[src/cvr_cfg.svh]
`ifndef CVR_CFG_SVH
`define CVR_CFG_SVH
// register indices as printed; byte address is four times the index
`define CVR_IDX_CMP_CTRL 8'h9C
`define CVR_IDX_LADDER_CTRL 8'h9D
`define CVR_ADDR_W 12
`define CVR_CMP_CTRL_RST 8'h07
`define CVR_LADDER_CTRL_RST 8'h00
`define CVR_LADDER_WMASK 8'hEF
`define CVR_BIT_POWER_ON 7
`define CVR_BIT_PIN_DRIVE 6
`define CVR_BIT_RANGE_WIDE 5
`define CVR_BIT_UNUSED 4
`define CVR_CMP_WMASK 8'h3F
`define CVR_MODE_INTERNAL_REF 3'b110
`define CVR_MODE_OFF 3'b111
`define CVR_NARROW_BASE 6'h08
`define CVR_OKAY 2'b00
`define CVR_SLVERR 2'b10
`endif

[src/cvr_pkg.sv]
package cvr_pkg;
    typedef logic [7:0] cvr_reg_t;
    typedef logic [3:0] cvr_tap_t;
    typedef logic [2:0] cvr_mode_t;
    typedef logic [6:0] cvr_level_t;
endpackage

[src/cvr_regs.sv]
// Chosen here: register access over AXI4-Lite.
`timescale 1ns/1ps
`include "cvr_cfg.svh"
module cvr_regs (
    // clock and reset
    input wire logic i_sys_clk,
    input wire logic i_rst_b,
    // axi4-lite write address
    input wire logic i_awvalid,
    output logic o_awready,
    input wire logic [`CVR_ADDR_W-1:0] i_awaddr,
    input wire logic [2:0] i_awprot,
    // axi4-lite write data
    input wire logic i_wvalid,
    output logic o_wready,
    input wire logic [31:0] i_wdata,
    input wire logic [3:0] i_wstrb,
    // axi4-lite write response
    output logic o_bvalid,
    input wire logic i_bready,
    output logic [1:0] o_bresp,
    // axi4-lite read address
    input wire logic i_arvalid,
    output logic o_arready,
    input wire logic [`CVR_ADDR_W-1:0] i_araddr,
    input wire logic [2:0] i_arprot,
    // axi4-lite read data
    output logic o_rvalid,
    input wire logic i_rready,
    output logic [31:0] o_rdata,
    output logic [1:0] o_rresp,
    // comparator results from the analog side
    input wire logic i_cmp_a_raw,
    input wire logic i_cmp_b_raw,
    // ladder controls
    output logic o_ladder_power_on,
    output logic o_ladder_pin_drive,
    output logic o_ladder_range_wide,
    output cvr_pkg::cvr_tap_t o_ladder_tap_select,
    // ladder level in 1/96ths of supply
    output cvr_pkg::cvr_level_t o_ladder_output_level,
    // comparator controls
    output cvr_pkg::cvr_mode_t o_cmp_mode_select,
    output logic o_cmp_input_swap,
    output logic o_cmp_a_invert,
    output logic o_cmp_b_invert,
    output logic o_cmp_ref_to_vinp
);
    import cvr_pkg::*;

    cvr_reg_t ladder_q;
    cvr_reg_t cmp_q;
    logic [1:0] cmp_s1_q;
    logic [1:0] cmp_s2_q;
    logic aw_hold_q;
    logic w_hold_q;
    logic [`CVR_ADDR_W-1:0] awaddr_q;
    logic [31:0] wdata_q;
    logic [3:0] wstrb_q;
    logic bvalid_q;
    logic [1:0] bresp_q;
    logic rvalid_q;
    logic [31:0] rdata_q;
    logic [1:0] rresp_q;
    logic aw_ok;
    logic w_ok;
    logic do_write;
    logic [`CVR_ADDR_W-1:0] wr_addr;
    logic [31:0] wr_data;
    logic [3:0] wr_strb;
    logic [1:0] cmp_res;

    // index decode: aligned word at four times the printed index
    function automatic logic is_reg(input logic [`CVR_ADDR_W-1:0] a,
                                    input logic [7:0] idx);
        is_reg = (a[1:0] == 2'b00) && (a[`CVR_ADDR_W-1:2] == {2'b00, idx});
    endfunction

    function automatic logic is_mapped(input logic [`CVR_ADDR_W-1:0] a);
        is_mapped = is_reg(a, `CVR_IDX_CMP_CTRL) ||
                    is_reg(a, `CVR_IDX_LADDER_CTRL);
    endfunction

    // write channels accepted independently, in either order
    assign o_awready = !aw_hold_q && !bvalid_q;
    assign o_wready = !w_hold_q && !bvalid_q;
    assign aw_ok = aw_hold_q || (i_awvalid && o_awready);
    assign w_ok = w_hold_q || (i_wvalid && o_wready);
    assign do_write = aw_ok && w_ok && !bvalid_q;
    assign wr_addr = aw_hold_q ? awaddr_q : i_awaddr;
    assign wr_data = w_hold_q ? wdata_q : i_wdata;
    assign wr_strb = w_hold_q ? wstrb_q : i_wstrb;

    always_ff @(posedge i_sys_clk or negedge i_rst_b) begin
        if (!i_rst_b) begin
            aw_hold_q <= 1'b0;
            awaddr_q <= '0;
        end else if (do_write) begin
            aw_hold_q <= 1'b0;
        end else if (i_awvalid && o_awready) begin
            aw_hold_q <= 1'b1;
            awaddr_q <= i_awaddr;
        end
    end

    always_ff @(posedge i_sys_clk or negedge i_rst_b) begin
        if (!i_rst_b) begin
            w_hold_q <= 1'b0;
            wdata_q <= '0;
            wstrb_q <= '0;
        end else if (do_write) begin
            w_hold_q <= 1'b0;
        end else if (i_wvalid && o_wready) begin
            w_hold_q <= 1'b1;
            wdata_q <= i_wdata;
            wstrb_q <= i_wstrb;
        end
    end

    always_ff @(posedge i_sys_clk or negedge i_rst_b) begin
        if (!i_rst_b) begin
            bvalid_q <= 1'b0;
            bresp_q <= `CVR_OKAY;
        end else if (do_write) begin
            bvalid_q <= 1'b1;
            bresp_q <= is_mapped(wr_addr) ? `CVR_OKAY : `CVR_SLVERR;
        end else if (bvalid_q && i_bready) begin
            bvalid_q <= 1'b0;
        end
    end

    // ladder control; bit 4 never stored
    always_ff @(posedge i_sys_clk or negedge i_rst_b) begin
        if (!i_rst_b) begin
            ladder_q <= `CVR_LADDER_CTRL_RST;
        end else if (do_write && wr_strb[0] &&
                     is_reg(wr_addr, `CVR_IDX_LADDER_CTRL)) begin
            ladder_q <= wr_data[7:0] & `CVR_LADDER_WMASK;
        end
    end

    // comparator control; result bits are never stored from the bus
    always_ff @(posedge i_sys_clk or negedge i_rst_b) begin
        if (!i_rst_b) begin
            cmp_q <= `CVR_CMP_CTRL_RST;
        end else if (do_write && wr_strb[0] &&
                     is_reg(wr_addr, `CVR_IDX_CMP_CTRL)) begin
            cmp_q <= wr_data[7:0] & `CVR_CMP_WMASK;
        end
    end

    // comparator outputs come from the analog side, so synchronise
    always_ff @(posedge i_sys_clk or negedge i_rst_b) begin
        if (!i_rst_b) begin
            cmp_s1_q <= 2'b00;
            cmp_s2_q <= 2'b00;
        end else begin
            cmp_s1_q <= {i_cmp_b_raw, i_cmp_a_raw};
            cmp_s2_q <= cmp_s1_q;
        end
    end

    // result bits read as zero while comparators are off
    assign cmp_res = (cmp_q[2:0] == `CVR_MODE_OFF) ? 2'b00 :
                     (cmp_s2_q ^ {cmp_q[5], cmp_q[4]});

    // read channel
    assign o_arready = !rvalid_q;

    always_ff @(posedge i_sys_clk or negedge i_rst_b) begin
        if (!i_rst_b) begin
            rvalid_q <= 1'b0;
            rdata_q <= '0;
            rresp_q <= `CVR_OKAY;
        end else if (i_arvalid && o_arready) begin
            rvalid_q <= 1'b1;
            rresp_q <= is_mapped(i_araddr) ? `CVR_OKAY : `CVR_SLVERR;
            if (is_reg(i_araddr, `CVR_IDX_LADDER_CTRL)) begin
                rdata_q <= {24'h00_0000, ladder_q};
            end else if (is_reg(i_araddr, `CVR_IDX_CMP_CTRL)) begin
                rdata_q <= {24'h00_0000, cmp_res, cmp_q[5:0]};
            end else begin
                rdata_q <= '0;
            end
        end else if (rvalid_q && i_rready) begin
            rvalid_q <= 1'b0;
        end
    end

    // ladder level in 1/96ths: wide 4*tap, narrow 24+3*tap
    function automatic cvr_level_t ladder_level(input logic wide,
                                                input cvr_tap_t tap);
        if (wide) begin
            ladder_level = {1'b0, tap, 2'b00};
        end else begin
            // narrow top is 69/96, so the level needs seven bits
            ladder_level = ({1'b0, `CVR_NARROW_BASE} * 7'h03) +
                           ({3'b000, tap} * 7'h03);
        end
    endfunction

    always_ff @(posedge i_sys_clk or negedge i_rst_b) begin
        if (!i_rst_b) begin
            o_ladder_output_level <= '0;
        end else if (ladder_q[`CVR_BIT_POWER_ON]) begin
            o_ladder_output_level <= ladder_level(
                ladder_q[`CVR_BIT_RANGE_WIDE], ladder_q[3:0]);
        end else begin
            o_ladder_output_level <= '0;
        end
    end

    assign o_bvalid = bvalid_q;
    assign o_bresp = bresp_q;
    assign o_rvalid = rvalid_q;
    assign o_rdata = rdata_q;
    assign o_rresp = rresp_q;
    assign o_ladder_power_on = ladder_q[`CVR_BIT_POWER_ON];
    assign o_ladder_pin_drive = ladder_q[`CVR_BIT_PIN_DRIVE];
    assign o_ladder_range_wide = ladder_q[`CVR_BIT_RANGE_WIDE];
    assign o_ladder_tap_select = ladder_q[3:0];
    assign o_cmp_mode_select = cmp_q[2:0];
    assign o_cmp_input_swap = cmp_q[3];
    assign o_cmp_a_invert = cmp_q[4];
    assign o_cmp_b_invert = cmp_q[5];
    assign o_cmp_ref_to_vinp =
        (cmp_q[2:0] == `CVR_MODE_INTERNAL_REF);
endmodule

[config.mk]
export PLATFORM = sky130hd
export DESIGN_NAME = cvr_regs
export DESIGN_NICKNAME = d
export VERILOG_FILES = /design/src/cvr_pkg.sv /design/src/cvr_regs.sv
export VERILOG_INCLUDE_DIRS = /design/src
export SDC_FILE = /design/constraint.sdc
export NUM_CORES = 1
export LEC_CHECK = 0
export BUFFER_PORTS_ARGS = -buffer_cell sky130_fd_sc_hd__buf_2
export CORE_MARGIN = 1
export CORE_UTILIZATION = 39
export DETAILED_ROUTE_END_ITERATION = 10
export MAX_ROUTING_LAYER = met4
export PLACE_DENSITY = 0.69
export REMOVE_ABC_BUFFERS = 1
export SLEW_MARGIN = 15
export SYNTH_ARGS = -nofsm -noshare
export SYNTH_HDL_FRONTEND = slang
export SYNTH_SLANG_ARGS = --single-unit
export TNS_END_PERCENT = 10
[constraint.sdc]
create_clock -name i_sys_clk -period 2.9 [get_ports i_sys_clk]
set_input_delay 0.29 -clock i_sys_clk [delete_from_list [all_inputs] [get_ports i_sys_clk]]
set_output_delay 0.29 -clock i_sys_clk [all_outputs]
set_load 0.02 [all_outputs]
==> flow_summary.ini, run 1 <==
[outcome]
status = completed

[floorplanning]
die_h_um = 88.13
die_w_um = 88.13
io_pins = 137
start_util_pct = 40.10
dieArea_mm2 = 0.007766
num_rows = 31
core_mm2 = 0.007214

[layout]
drive_above_1_share_pct = 45.68
fillers = 670
area_growth_pct = 20.89
fin_nets = 401
layout.cells.non_filler = 423
antenna_cells = 0

[route]
dr.pass1.iters = 4
drt_wl_total_um = 5568
vias = 1932
drt.antenna.violating_nets = 0
wire_per_inst_um = 13.16
viasPerCell = 4.567
drc = 0
drt_iter0_drc = 34

[timing]
fin_ws_ns = 0.6270
period_needed_ns = 2.273
finalHoldViolations = 0
fmax_ghz = 0.4400
rsz0062_at_grt = false
setup_tns_ns = 0
hold_slack_ns = 0.03109
relSlewSlack_pct = 48.21
post-route-period-util_pct = 78.38
drv_slew = 0
final-setup-viol-count = 0
fin_worst_skew_ns = 0.01157
worst_pin_slew_ns = 0.7769

[logic_synthesis]
synth_seq_cells = 59
yosysMostFrequentCell = dfrtp_1
yosysTopAreaCell = dfrtp_1
ys_types = 38
synth_area_leaders = dfrtp_1 (48%), mux2_2 (17%), buf_4 (6.7%), dfstp_2 (2.7%), mux2i_1 (2.4%)
synth_top_cell_area_share_pct = 48.44
ys_warn_count = 0
yosysSeqAreaShare_pct = 51.17
synth_area_mm2 = 0.002893
synthArstFlopShare_pct = 100.0
synth_edf_count = 0
syn_area_per_cell_um2 = 12.21
synth_ff_type = dfrtp_1
yosys-top-cells-count = dfrtp_1 (56), mux2_2 (43), buf_4 (26), nand2_1 (14), o21ai_0 (13)
netlist_instances = 237

[job]
maxCapViolCount = 0

[worst_setup_path]
cp_data_required_time_ns = 3.12
end_kind = flop
crit_buf_inv = 0
cp_slowest_stage_delay_ns = 0.72
slowest_stage = a2111oi_4
critical_path_arrival_ns = 2.49
crit_type = reg -> reg
crit_chain = nor4b_1 > nand3_1 > a2111oi_4 > mux2_2
start_kind = flop
worst-path-max-fanout = 7
crit_family = compound AO/OA/AOI/OAI gates

[grt]
grt_pass1_wl_um = 8976
grt-ovfl-total = 0
grt_max_degree = 37
antenna_found_initial = 0
grt_usage_pct = 16.25
grt_pass1_vias = 1892

[cts]
cts_buffer_depth = 2
clk_pin_slew_ns = 0.07
cts_max_level = 3
clk_latency_ns = 0.33
cts_tree = built
holdBufCountCts = 0
cts.sinks = 59
root_buffer = clkbuf_8
post_cts_buffers = 0
cts-resized-gates = 0
cts_buffers = 9

[power]
p_per_area_mw_per_mm2 = 697.1
ir_drop_mv = 0.5224
totalPowerFinal_mw = 2.438
cellLeakagePower_nw = 1.750

[placed_design]
post-place-ws_ns = 0.6523
port_buffers = 77
post-place-cells = 408
hpwl_um = 4161
globalplace.congestion = 0.7786

[hold_path]
hp-class = in -> async
-- state kept, by name, summed over array words and instances (netlist names) --
signal	flops
awaddr_q	12
cmp_s1_q	2
cmp_s2_q	2
wstrb_q	1
ladder_q	7
cmp_q	6
wdata_q	8
o_ladder_output_level	7
o_rresp	1
aw_hold_q	1
o_rdata	8
o_rvalid	1
o_bvalid	1
o_bresp	1
w_hold_q	1
-- worst paths after layout --
check / startpoint / end / slack [ns] / cells after the start
setup / recovery: awaddr_q[8] / ladder_q[0] / 0.63 / 4
hold reg to reg: cmp_s1_q[1] / cmp_s2_q[1] / 0.35 / 0
min in group i_sys_clk: i_cmp_a_raw / cmp_s1_q[0] / 0.07 / 1
max in group asynchronous: i_rst_b / cmp_q[3] / 2.15 / 2
hold / removal: i_rst_b / o_ladder_output_level[3] / 0.03 / 1
setup reg to reg: awaddr_q[8] / ladder_q[0] / 0.63 / 4
-- metal layers --
| metal | GRT usage, % | routed length (um) | vias to the layer above |
|---|---|---|---|
| li1 | - | - | 929 |
| met1 | 18.82 | 2429 | 921 |
| met2 | 25.86 | 2698 | 75 |
| met3 | 5.184 | 370 | 7 |
| met4 | 7.185 | 69 | 0 |
| met5 | - | 0 | - |
-- layout by cell type (no fill, tap or decap), types with 6 or more instances in the layout --
cell type / instances
buf_2: 77
dfrtp_1: 56
mux2_2: 43
conb_1: 26
nand2_1: 14
o21ai_0: 13
inv_1: 11
clkbuf_8: 11
mux2i_1: 7
a21oi_1: 6
nor2_1: 6
-- worst reg2reg max path: cells and delay by family (launching register included) --
family,cells,cell delay [ns]
AND/OR/NAND/NOR,2,0.65
flip-flops,1,0.37
AO/OA/AOI/OAI,1,0.72
multiplexers,1,0.41
-- cell families after synthesis --
kind of cell	Yosys count	share of synthesized area, %
fa+ha+maj	6	3.114
buf+inv	44	9.126
xor+xnor	4	1.211
simple gates	47	9.645
other cells	1	0.1296
mux	50	19.16
flops	59	51.17
compound gates	26	6.445
-- power by group --
group | internal, mW | total [mW] | switching [mW]
registers | 0.999 | 1.11 | 0.109
clock network | 0.437 | 0.754 | 0.317
logic | 0.297 | 0.577 | 0.279
-- per-stage QoR --
stage	cell area [um2]	utilization [%]
global placement	3296	45.68
floorplan	2764	-
global route	3497	48.47
finish	3497	48.47
detailed placement	3296	45.68
CTS	3497	48.47
-- area by class of cell --
class | count | area (um2) | share of cell area, %
multi-input combinational | 159 | 1242 | 35.53
clock inverter | 4 | 50.05 | 1.431
clock buffer | 11 | 151.4 | 4.329
inverter | 11 | 41.29 | 1.181
sequential | 59 | 1480 | 42.33
tap | 99 | 123.9 | 3.542
timing repair buffer | 80 | 407.9 | 11.66
Note: power is estimated with default switching activity, not from simulation.
==> run 2, diff against run 1 <==
--- a/config.mk
+++ b/config.mk
@@ -11,7 +11,7 @@
 export CORE_UTILIZATION = 39
 export DETAILED_ROUTE_END_ITERATION = 10
 export MAX_ROUTING_LAYER = met4
-export PLACE_DENSITY = 0.69
+export PLACE_DENSITY = 0.72
 export REMOVE_ABC_BUFFERS = 1
 export SLEW_MARGIN = 15
 export SYNTH_ARGS = -nofsm -noshare
==> constraint.sdc (replaced) <==
create_clock -name i_sys_clk -period 1.9 [get_ports i_sys_clk]
set_input_delay 0.19 -clock i_sys_clk [delete_from_list [all_inputs] [get_ports i_sys_clk]]
set_output_delay 0.19 -clock i_sys_clk [all_outputs]
set_load 0.02 [all_outputs]
==> run 2 against run 1 <==
The run now ends with setup timing left. Routed wire length is 3.6% higher. Cell count is 5.2% higher. Largest cell class unchanged. Utilization is 2.4 points higher. Register-to-register slack worse by 0.64 ns. Combinational power is 73% higher. Sequential cell count stayed put. Fmax is 19% higher.
==> flow_summary.ini, run 2 (synthesis results as in run 1) <==
[grt]
grt_pass1_vias = 1943
antenna_found_initial = 0
grt_pass1_wl_um = 9273
grt-ovfl-total = 0
grt_max_degree = 60
grt_usage_pct = 16.70

[hold_path]
hp-class = in -> reg
worstHoldStart = i_bready

[route]
drt_iter0_drc = 44
drc = 0
drt.antenna.violating_nets = 0
drt_wl_total_um = 5768
wire_per_inst_um = 12.96
dr.pass1.iters = 4
viasPerCell = 4.598
vias = 2046

[timing]
fmax_ghz = 0.5218
relSlewSlack_pct = 58.77
drv_slew = 0
fin_ws_ns = -0.01639
fin_worst_skew_ns = 0.008845
rsz0062_at_grt = true
worst_pin_slew_ns = 0.6143
final-setup-viol-count = 7
finalHoldViolations = 0
post-route-period-util_pct = 100.9
period_needed_ns = 1.916

[power]
p_per_area_mw_per_mm2 = 990.3
ir_drop_mv = 0.7165
cellLeakagePower_nw = 1.844

[cts]
cts.sinks = 59
cts_buffers = 9
clk_latency_ns = 0.34
cts_buffer_depth = 2
clk_pin_slew_ns = 0.07
cts_tree = built
root_buffer = clkbuf_8
cts_max_level = 3

[worst_setup_path]
critical_path_arrival_ns = 2.14
crit_family = simple AND/OR/NAND/NOR gates
worstSetupStartpoint = awaddr_q[8]
cp_slowest_stage_delay_ns = 0.39
worst-path-max-fanout = 7
start_kind = flop
cp_data_required_time_ns = 2.12
end_kind = flop
crit_chain = nor4b_2 > nand3_1 > buf_6 > a2111oi_4 > buf_6 > mux2_2
crit_buf_inv = 2
r2r_start = awaddr_q[8]
crit_top_cell = buf_6
slowest_stage = dfrtp_1
crit_type = reg -> reg

[floorplanning]
die_h_um = 88.13
die_w_um = 88.13
dieArea_mm2 = 0.007766
core_mm2 = 0.007214
start_util_pct = 40.10
num_rows = 31
io_pins = 137

[layout]
layout_commonest_cell = buf_2
layout.cells.non_filler = 445
max_flop_register = awaddr_q
final_cell_mix = buf_2 (77), dfrtp_1 (56), mux2_2 (40)
largest_reg_flops = 12
antenna_cells = 0
area_growth_pct = 26.99
drive_above_1_share_pct = 48.55
fin_nets = 422

[outcome]
violations = setup timing
status = finished with violations

[placed_design]
post-place-cells = 424
port_buffers = 77
globalplace.congestion = 0.8355
hpwl_um = 4120
post-place-ws_ns = -0.1627

[job]
maxCapViolCount = 0
## run 2: changes by cell type in the layout (fill, tap and decap cells not counted), sizes merged
cell / delta
dlygate4sd3: +3
clkinvlp: -1
clkinv: +1
clkbuf: +2
buf: +18
bufinv: -1
## run 2: timing repair
action | CTS | global route
resized for setup | 8 | 4
setup endpoints to repair | 14 | 15
hold endpoints to repair | 58 | 0
pin swaps | 2 | 0
hold buffers | 3 | 0
setup buffers | 2 | 0
## run 2: cell type report
cell class,count,area (um2)
clock buffers,13,138.9
clock inverters,3,17.52
flip-flops and latches,59,1480
well taps,99,123.9
repair buffers,101,596.8
inverters,11,41.29
fillers,659,3541
multi-input cells,159,1275
## run 2: path summary, 6_finish.rpt
| path | to | slack [ns] | cells past startpoint |
|---|---|---|---|
| worst max-delay path | ladder_q[2] | -0.02 | 6 |
| worst min-delay path | o_bvalid | 0.03 | 2 |
| worst max register to register | ladder_q[2] | -0.02 | 6 |
| worst min register to register | cmp_s2_q[0] | 0.35 | 0 |
| max in group asynchronous | cmp_q[1] | 1.20 | 3 |
| min in group asynchronous | awaddr_q[5] | 0.37 | 3 |
## run 2: through the flow
step	setup TNS (ns)	instance area, um2	utilization (%)	hold slack, ns	power (mW)
2_1_floorplan	-0.6633	2764	-	-0.1056	2.322
3_3_place_gp	-1.380	3428	47.52	0.2159	2.636
3_5_place_dp	-2.029	3428	47.52	0.2211	2.683
4_1_cts	-0.1086	3659	50.71	0.01992	3.669
5_1_grt	-1.532	3674	50.92	0.04436	3.843
6_report	-0.06735	3674	50.92	0.03032	3.638
## run 2: report_power, final
group / switching [mW] / internal, mW
clock: 0.476 / 0.470
sequential: 0.165 / 1.53
combinational: 0.466 / 0.534
total: 1.11 / 2.53
## run 2: layer usage
layer | up-vias | wire length (um) | share of wire (%) | global-route usage [%]
met4 | 0 | 98 | 1.7 | 7.918
met1 | 975 | 2577 | 45 | 19.78
li1 | 974 | - | - | -
met5 | - | 0 | 0 | -
met3 | 10 | 350 | 6.1 | 4.336
met2 | 87 | 2741 | 48 | 26.57
